File: config.mk
export PLATFORM = sky130hd
export DESIGN_NAME = ppfs_sequencer
export DESIGN_NICKNAME = d
export VERILOG_FILES = /design/src/hw/ppfs_pkg.sv /design/src/hw/ppfs_sequencer.sv
export SDC_FILE = /design/constraint.sdc
export NUM_CORES = 1
export LEC_CHECK = 0
export BUFFER_PORTS_ARGS = -buffer_cell sky130_fd_sc_hd__buf_2
export CAP_MARGIN = 20
export CORE_ASPECT_RATIO = 1.1
export CORE_UTILIZATION = 63
export DETAILED_ROUTE_END_ITERATION = 10
export PLACE_DENSITY = 0.8
export SLEW_MARGIN = 5
export SYNTH_ARGS = -nofsm -noshare
export SYNTH_HDL_FRONTEND = slang
export SYNTH_SLANG_ARGS = --single-unit
File: constraint.sdc
create_clock -name clk_i -period 4.05 [get_ports clk_i]
set_input_delay 0.405 -clock clk_i [delete_from_list [all_inputs] [get_ports clk_i]]
set_output_delay 0.405 -clock clk_i [all_outputs]
set_load 0.05 [all_outputs]
File: src/hw/ppfs_pkg.sv
// shared constants of the push-pull fault sequencer
package ppfs_pkg;

  // ----------------------------------------------------------------------
  // sequencing counts, in oscillator cycles
  // ----------------------------------------------------------------------
  localparam int unsigned LOCK_CYCLES = 57; // dark interval after release
  localparam int unsigned LEAD_CYCLES = 2;  // marker-only cycles
  localparam int unsigned SS_CYCLES   = 5;  // partial-width pulses
  localparam int unsigned CYC_W       = 6;  // oscillator cycle counter

  // ----------------------------------------------------------------------
  // clock-rate counter and input synchroniser
  // ----------------------------------------------------------------------
  localparam int unsigned PHASE_W     = 16; // width of the clk-cycle phase counters
  localparam int unsigned SYNC_STAGES = 3;  // pin synchroniser depth
  localparam int unsigned N_PINS      = 3;  // discharge, over-current, supply
  localparam int unsigned PIN_DIS     = 0;
  localparam int unsigned PIN_OC      = 1;
  localparam int unsigned PIN_SUP     = 2;

  // sequencer states
  typedef enum logic [2:0] {
    PPFS_OFF,
    PPFS_FAULT,
    PPFS_LOCK,
    PPFS_LEAD,
    PPFS_SOFT,
    PPFS_RUN
  } ppfs_state_e;

endpackage

File: src/hw/ppfs_sequencer.sv
// push-pull gate sequencer with dead-time marker, soft start and retry
//
// How it works
// - marker low in lockout, over-current shutdown or when not switching
// - while switching, marker is high exactly during the discharge phase
// - both gates stay low for the whole discharge phase
// - a toggle stage steers pulses alternately to the two gates
// - each gate pulses once per two oscillator cycles
// - over-current ends the pulse at once and forces zero duty
// - first gate pulse comes 59 oscillator cycles after start or release
// - soft start lasts five cycles before the first full-width pulse
// - soft start moves the leading edge; trailing edge stays at discharge
// - after any fault, gates and marker stay dark at least 56 cycles
// - switching starts on supply-good and stops when it drops
// - full recovery after fault release takes 64 oscillator cycles
// - marker resumes two cycles before the first gate pulse
`timescale 1ns/1ps
`default_nettype none

module ppfs_sequencer
  import ppfs_pkg::*;
#(
  parameter int unsigned LOCK_N = LOCK_CYCLES,
  parameter int unsigned LEAD_N = LEAD_CYCLES,
  parameter int unsigned SS_N   = SS_CYCLES
) (
  // clock and reset
  input  wire logic clk_i,
  input  wire logic rst_i,
  // oscillator and fault comparators, asynchronous pins
  input  wire logic discharge_node_i,
  input  wire logic overcurrent_i,
  input  wire logic supply_good_i,
  // gate drives and dead-time marker
  output logic      drive_out_first_o,
  output logic      drive_out_second_o,
  output logic      dead_time_marker_o
);

  // ----------------------------------------------------------------------
  // pin synchronisers: a change counts once stages two and three agree
  // ----------------------------------------------------------------------
  logic [N_PINS-1:0] pin_raw;
  logic [N_PINS-1:0] pin_filt;

  assign pin_raw[PIN_DIS] = discharge_node_i;
  assign pin_raw[PIN_OC]  = overcurrent_i;
  assign pin_raw[PIN_SUP] = supply_good_i;

  genvar gi;
  generate
    for (gi = 0; gi < N_PINS; gi++) begin : g_pin
      logic [SYNC_STAGES-1:0] sh_q;
      logic [SYNC_STAGES-1:0] sh_d;
      logic                   filt_q;
      logic                   filt_d;
      // shift in; first stage is read only by the second
      always_comb begin
        sh_d   = {sh_q[SYNC_STAGES-2:0], pin_raw[gi]};
        filt_d = (sh_q[1] == sh_q[2]) ? sh_q[2] : filt_q;
      end
      // each pin keeps its own filtered level, one process per bit
      always_ff @(posedge clk_i or posedge rst_i) begin
        if (rst_i) begin
          sh_q   <= '0;
          filt_q <= 1'b0;
        end else begin
          sh_q   <= sh_d;
          filt_q <= filt_d;
        end
      end
      assign pin_filt[gi] = filt_q;
    end
  endgenerate

  logic dis_s;
  logic oc_s;
  logic sup_s;
  assign dis_s = pin_filt[PIN_DIS];
  assign oc_s  = pin_filt[PIN_OC];
  assign sup_s = pin_filt[PIN_SUP];

  // ----------------------------------------------------------------------
  // sequencer state
  // ----------------------------------------------------------------------
  ppfs_state_e        state_q,     state_d;
  logic [CYC_W-1:0]   cyc_q,       cyc_d;
  logic               dis_prev_q,  dis_prev_d;
  logic               steer_q,     steer_d;
  logic [PHASE_W-1:0] elapsed_q,   elapsed_d;
  logic [PHASE_W-1:0] chg_len_q,   chg_len_d;
  logic               first_q,     first_d;
  logic               second_q,    second_d;
  logic               marker_q,    marker_d;

  logic               cycle_end;
  logic               chg_end;
  logic [PHASE_W-1:0] lead_off;
  logic               gate_on;
  logic               switching;

  // next-state, counters and output terms
  always_comb begin
    state_d    = state_q;
    cyc_d      = cyc_q;
    dis_prev_d = dis_s;
    steer_d    = steer_q;
    chg_len_d  = chg_len_q;
    cycle_end  = dis_prev_q & ~dis_s;
    chg_end    = ~dis_prev_q & dis_s;
    // clk cycles since the charge phase began, saturating
    if (cycle_end) begin
      elapsed_d = '0;
    end else if (elapsed_q != '1) begin
      elapsed_d = elapsed_q + 1'b1;
    end else begin
      elapsed_d = elapsed_q;
    end
    if (chg_end) begin
      chg_len_d = elapsed_q;
    end
    // toggle stage flips once per oscillator cycle
    if (cycle_end) begin
      steer_d = ~steer_q;
    end

    case (state_q)
      PPFS_OFF: begin
        cyc_d = '0;
        if (sup_s) begin
          state_d = PPFS_LOCK;
        end
      end
      PPFS_FAULT: begin
        cyc_d = '0;
        if (!oc_s) begin
          state_d = PPFS_LOCK;
        end
      end
      PPFS_LOCK: begin
        if (cycle_end) begin
          if (cyc_q == CYC_W'(LOCK_N - 1)) begin
            cyc_d   = '0;
            state_d = PPFS_LEAD;
          end else begin
            cyc_d = cyc_q + 1'b1;
          end
        end
      end
      PPFS_LEAD: begin
        if (cycle_end) begin
          if (cyc_q == CYC_W'(LEAD_N - 1)) begin
            cyc_d   = '0;
            state_d = PPFS_SOFT;
          end else begin
            cyc_d = cyc_q + 1'b1;
          end
        end
      end
      PPFS_SOFT: begin
        if (cycle_end) begin
          if (cyc_q == CYC_W'(SS_N - 1)) begin
            cyc_d   = '0;
            state_d = PPFS_RUN;
          end else begin
            cyc_d = cyc_q + 1'b1;
          end
        end
      end
      PPFS_RUN: begin
        cyc_d = '0;
      end
      default: begin
        cyc_d   = '0;
        state_d = PPFS_OFF;
      end
    endcase

    // supply loss and over-current override any state
    if (!sup_s) begin
      state_d = PPFS_OFF;
    end else if (oc_s) begin
      state_d = PPFS_FAULT;
    end

    // leading-edge delay halves on each soft-start step
    lead_off = chg_len_q >> (cyc_q + 1'b1);
    switching = (state_d == PPFS_LEAD) || (state_d == PPFS_SOFT)
             || (state_d == PPFS_RUN);
    case (state_d)
      PPFS_SOFT: gate_on = !dis_s && (elapsed_d >= lead_off);
      PPFS_RUN:  gate_on = !dis_s;
      default:   gate_on = 1'b0;
    endcase
    first_d  = gate_on & ~steer_d;
    second_d = gate_on & steer_d;
    marker_d = switching & dis_s;
  end

  // registers of the sequencer and outputs
  always_ff @(posedge clk_i or posedge rst_i) begin
    if (rst_i) begin
      state_q    <= PPFS_OFF;
      cyc_q      <= '0;
      dis_prev_q <= 1'b0;
      steer_q    <= 1'b0;
      elapsed_q  <= '0;
      chg_len_q  <= '0;
      first_q    <= 1'b0;
      second_q   <= 1'b0;
      marker_q   <= 1'b0;
    end else begin
      state_q    <= state_d;
      cyc_q      <= cyc_d;
      dis_prev_q <= dis_prev_d;
      steer_q    <= steer_d;
      elapsed_q  <= elapsed_d;
      chg_len_q  <= chg_len_d;
      first_q    <= first_d;
      second_q   <= second_d;
      marker_q   <= marker_d;
    end
  end

  assign drive_out_first_o  = first_q;
  assign drive_out_second_o = second_q;
  assign dead_time_marker_o = marker_q;

endmodule

`default_nettype wire

== Yosys cells after proc, flatten, opt, wreduce, memory -nomap -nowiden ==
Cells that the tools add are included.
Word-level totals
  flip-flop bits (word level): 58
  bits of input ports: 5
  output and inout bits: 3
  word-level logic and storage cells: 73
Cells by class
  add/subtract/negate cells: 2
  magnitude comparators: 1
  equality and inequality tests: 18
  shift operators: 1
  multiplexer cells: 20
  bitwise operators: 9
  reductions and logical operators: 7
Operators by type and width (count)
  6-bit two-way mux: 6
  16-bit two-way mux: 2
  3-bit two-way mux: 8
  6-bit one-hot mux with 3 select lines: 1
  16-bit by 1-bit adder with 16-bit output (second input constant): 1
  16-bit >= comparator: 1
  16-bit != test (second input constant): 1
  16-bit by 6-bit >> shifter with 16-bit output: 1
  3-bit one-hot mux with 5 select lines: 1
  3-bit equality test (second input constant): 4
  3-bit by 2-bit equality test with 1-bit output (second input constant): 3
  6-bit by 1-bit adder with 6-bit output (second input constant): 1
  6-bit by 1-bit equality test with 1-bit output (second input constant): 1
  6-bit by 3-bit equality test with 1-bit output (second input constant): 1
  6-bit equality test (second input constant): 1
  2-bit != test (second input constant): 3
  1-bit AND: 5
  1-bit inverter: 4
  1-bit equality test: 3
  3-bit by 1-bit equality test with 1-bit output (second input constant): 1
  3-bit zero test: 1
  3-bit AND reduction: 1
  1-bit logical OR: 2
  1-bit one-hot mux with 2 select lines: 1
  other kinds (4): 4

== Longest topological paths before layout ==
  depth after elaboration: 10
  depth in mapped cells: 16
  mapped depth without buffers: 13

== Least setup slack after synthesis ==
No wires, ideal clock.
  path kind: reg-to-reg
  start: reg cyc_q[0]
  end: reg first_q (netlist: drive_out_first_o)
  data arrival time: 3.241 ns
  required time: 3.913 ns
  slack: 0.672 ns
  stages on the path, launching flop included: 16
  path buffers: 3
  period minus slack after synthesis: 3.378 ns
  cells stage by stage: dfrtp_1 -> buf_6 -> inv_2 -> ha_1 -> buf_2 -> buf_2 -> mux2i_1 -> nand2_1 -> nand4_1 -> or3_1 -> ha_1 -> a211oi_1 -> nor2_1 -> or3_1 -> a211oi_1 -> a211oi_2
On the way
  word-level cells in the longest chain between the ends: 9
  elaborated cells between the ends (all ways): 20
  classes of those cells: add/sub (1); order compare (1); eq/ne (5); shift (1); mux (10); bitwise (1); reduce/logical (1)
RTL lines
  start, declared: RTL line ppfs_sequencer.sv:87  | logic [CYC_W-1:0] cyc_q, cyc_d;
  start signal, assigned: RTL line ppfs_sequencer.sv:214  | cyc_q <= cyc_d;
  parallel branches: the longest is 7 deep, another holds 16-bit >= comparator
  1-bit one-hot mux with 2 select lines *: RTL line ppfs_sequencer.sv:190  | case (state_d)
  1-bit AND *: RTL line ppfs_sequencer.sv:195  | first_d = gate_on & ~steer_d;
  net first_d: RTL line ppfs_sequencer.sv:92  | logic first_q, first_d;
  end signal, assigned: RTL line ppfs_sequencer.sv:219  | first_q <= first_d;
  end, declared: RTL line ppfs_sequencer.sv:92
Mark *: on every way through the listed nets, which the timed path passes.
A chain may end at the register's enable or synchronous reset.

== Worst setup path in the final report ==
  start: reg cyc_q[1]
  end: reg second_q (netlist: drive_out_second_o)
On the way
  word-level cells in the longest chain between the ends: 9
  elaborated cells between the ends (all ways): 20
  classes of those cells: add/sub (1); order compare (1); eq/ne (5); shift (1); mux (10); bitwise (1); reduce/logical (1)
RTL lines
  parallel branches: the longest is 7 deep, another holds 16-bit >= comparator
  1-bit one-hot mux with 2 select lines *: RTL line ppfs_sequencer.sv:190
  1-bit AND *: RTL line ppfs_sequencer.sv:196  | second_d = gate_on & steer_d;
  net second_d: RTL line ppfs_sequencer.sv:93  | logic second_q, second_d;
  end signal, assigned: RTL line ppfs_sequencer.sv:220  | second_q <= second_d;
  end, declared: RTL line ppfs_sequencer.sv:93
Marks and branches as above.

==> impl_metrics.json <==
{
  "wl_per_cell_um": 18.02,
  "yosysWarnings": 0,
  "criticalPathCategory": "flip-flop to flip-flop",
  "critPathArrivalTime_ns": 3.83,
  "holdCritStartpoint": "discharge_node_i",
  "final_hold_viol_count": 0,
  "cts_setup_buffers": 0,
  "antenna_found_initial": 0,
  "fin_nets": 403,
  "holdBufCountCts": 0,
  "grt_pass1_wl_um": 13340,
  "cts.sinks": 58,
  "via_per_inst": 6.307,
  "hold_slack_ns": 0.1752,
  "status": "complete, no violations",
  "reg2regPathDepth": 13,
  "row_count": 29,
  "post-route-period-util": 0.8954,
  "cts_resized": 0,
  "synth_edf_count": 0,
  "drtAntennaViolNets": 0,
  "p_int_mw": 1.141,
  "gr-usage-all-layers": 0.2964,
  "cp-startpoint": "cyc_q[1]",
  "ys_seq_elements": 58,
  "async_flop_share": 1.000,
  "max-slew-margin-rel": 0.3448,
  "crit_required_ns": 4.25,
  "dr.pass1.iters": 5,
  "fp.dieW_um": 75.30,
  "die_h_um": 82.63,
  "syn_avg_cell_area_um2": 10.04,
  "syn-num-nets": 396,
  "placed_cells": 444,
  "finalNonFillerCells": 460,
  "setup_viol": 0,
  "grt_overflow": 0,
  "whs_path_depth": 1,
  "finalMaxSlewViolations": 0,
  "vdd_drop_max_mv": 0.5153,
  "rsz0062_at_grt": "no",
  "ys.flop_type": "dfrtp_1",
  "cts_tree": "built",
  "fmax_ghz": 0.2758,
  "root_buffer": "clkbuf_8",
  "n_antenna_cell": 0,
  "critical_path.max_fanout": 18,
  "cts.path.max_buffers": 2,
  "portBuffers": 7,
  "fp.dieArea_um2": 6222,
  "synth.area.top_cells": "dfrtp_1 39%, ha_1 6.7%, mux2i_1 5.6%, mux2_2 5.4%, nand2_1 3.7%",
  "cap_violations": 0,
  "fin_tns_setup_ns": 0,
  "netSwitchingFraction": 0.2944,
  "synth_top_area_share": 0.3898,
  "area_growth_pct": 7.796,
  "yosysTopAreaCell": "dfrtp_1",
  "hold_path.class": "input port to flip-flop",
  "skew_ns": 0.005576,
  "p_switching_mw": 0.4759,
  "syn_area_um2": 3724,
  "seq_power_share": 0.428,
  "p_leak_nw": 1.777,
  "powerDensity_nw_per_um2": 402.8,
  "combPwrFrac": 0.202,
  "grt_pass1_vias": 2680,
  "worst_pin_slew_ns": 0.9757,
  "cts_max_level": 3,
  "drt-initial-drc-count": 210,
  "drc": 0,
  "ys_seq_area_frac": 0.3898,
  "insertion_delay_ns": 0.33,
  "synth.distinct_cells": 67,
  "clock_power_share": 0.371,
  "gp_congestion": 0.9438,
  "r2r-start": "cyc_q[1]",
  "num-fill-cells": 456,
  "via_count": 2901,
  "initial_core_util": 0.6495,
  "cts_buffers": 9,
  "clk_pin_slew_worst_paths_ns": 0.07,
  "totalWireLength_um": 8289,
  "min_period_ns": 3.626,
  "layout-drive-gt1-share": 0.1723,
  "worst_setup_path_start_kind": "flip-flop",
  "end_kind": "flip-flop",
  "io_pins": 8,
  "hpwlAfterDp_um": 6062,
  "synthCells": 371,
  "grt_max_degree": 59,
  "core_area_um2": 5733
}
==> state kept, by name (all words and copies together), names as in the netlist <==
name,count
steer_q,1
dis_prev_q,1
cyc_q,6
drive_out_second_o,1
dead_time_marker_o,1
drive_out_first_o,1
dis_prev_d,1
g_pin.sh_q,9
chg_len_q,16
elapsed_q,16
g_pin.filt_q,2
state_q,3
==> stage by stage <==
step / instance area (um^2) / power [mW] / util / setup WS, ns
2_1_floorplan: 3724 / 0.9429 / - / 0.6716
3_3_place_gp: 3787 / 1.013 / 0.6606 / 0.5756
3_5_place_dp: 3787 / 1.025 / 0.6606 / 0.4268
4_1_cts: 4014 / 1.622 / 0.7001 / 0.4140
5_1_grt: 4014 / 1.707 / 0.7001 / 0.09727
6_report: 4014 / 1.617 / 0.7001 / 0.4237
==> power groups by stage <==
| stage | combinational [mW] | sequential [mW] | clock [mW] |
|---|---|---|---|
| CTS | 0.326 | 0.690 | 0.606 |
| detailed placement | 0.326 | 0.700 | 0 |
| finish | 0.326 | 0.691 | 0.599 |
| global placement | 0.317 | 0.696 | 0 |
| global route | 0.366 | 0.700 | 0.641 |
| floorplan | 0.263 | 0.680 | 0 |
==> per-layer routing <==
metal,share of wire,global-route usage
met5,0,0
met4,0.018,0.08889
met3,0.064,0.06796
met2,0.47,0.4563
met1,0.45,0.4177
==> layout by cell type, fill, tap and decap left out, types with 3 or more instances in the layout <==
master / netlist / final
dfrtp_1: 58 / 58
nand2_1: 37 / 37
nor2_1: 25 / 25
mux2i_1: 21 / 21
ha_1: 20 / 20
mux2_2: 18 / 18
o21ai_0: 16 / 16
a21oi_1: 16 / 16
nand3_1: 13 / 13
clkbuf_8: 0 / 10
inv_1: 10 / 9
o21ai_1: 8 / 8
nand2b_1: 7 / 7
nor3_1: 7 / 7
buf_2: 9 / 7
a211oi_1: 6 / 6
xor2_1: 6 / 6
nand4_1: 6 / 6
xnor2_1: 5 / 5
nor2b_1: 4 / 4
a31oi_1: 4 / 4
and3_1: 4 / 4
and2_1: 4 / 4
buf_4: 0 / 4
o22ai_1: 3 / 3
or3_1: 3 / 3
maj3_1: 3 / 3
a21o_1: 3 / 3
o211ai_1: 3 / 3
==> area by class of cell <==
type                            instances  area (um^2)  share of cell area
Tap cell                               77        96.34             0.02400
Inverter                               11        41.29             0.01029
Timing Repair Buffer                   11        65.06             0.01621
Sequential cell                        58         1451              0.3616
Clock buffer                           10        137.6             0.03429
Multi-Input combinational cell        287         2133              0.5315
Clock inverter                          6        88.84             0.02213
==> synthesized netlist by cell type, types with 3 or more instances <==
library cell,number
a21o_1,3
o22ai_1,3
inv_1,10
a31oi_1,4
a211oi_1,6
nand3_1,13
xnor2_1,5
a21oi_1,16
nor2b_1,4
nand2_1,37
buf_2,9
maj3_1,3
and3_1,4
and2_1,4
ha_1,20
mux2i_1,21
or3_1,3
nor2_1,25
dfrtp_1,58
o211ai_1,3
o21ai_0,16
nor3_1,7
xor2_1,6
mux2_2,18
o21ai_1,8
nand2b_1,7
buf_6,4
nand4_1,6
==> worst max-delay path: stages (launching register included) <==
cell,delay [ns]
dfrtp_1,0.42
inv_1,0.08
ha_1,0.74
mux2i_1,0.37
mux2i_1,0.14
and2_1,0.17
a311o_1,0.31
o211a_1,0.15
ha_1,0.27
nand2b_1,0.14
a21oi_1,0.15
o21ai_0,0.09
a211oi_1,0.33
a21oi_1,0.12
==> final timing paths <==
kind                                      endpoint  slack (ns)
worst max-delay path            drive_out_second_o        0.42
worst min-delay path              g_pin[0].sh_q[0]        0.18
worst max register to register  drive_out_second_o        0.42
worst min register to register    g_pin[1].sh_q[1]        0.35
max in group asynchronous            elapsed_q[10]        3.31
min in group asynchronous         g_pin[1].sh_q[1]        0.28
==> kinds of logic (layout without fill, tap and decap cells) <==
family	after synthesis	after routing	synth area share
flip-flops	58	58	0.3898
AND/OR/NAND/NOR	127	127	0.1814
buffers and inverters	26	38	0.03730
adder cells (fa/ha/maj)	23	23	0.07527
AO/OA/AOI/OAI	82	82	0.1512
multiplexers	41	41	0.1230
XOR/XNOR	14	14	0.04201
Note: power is estimated with default switching activity, not from simulation.
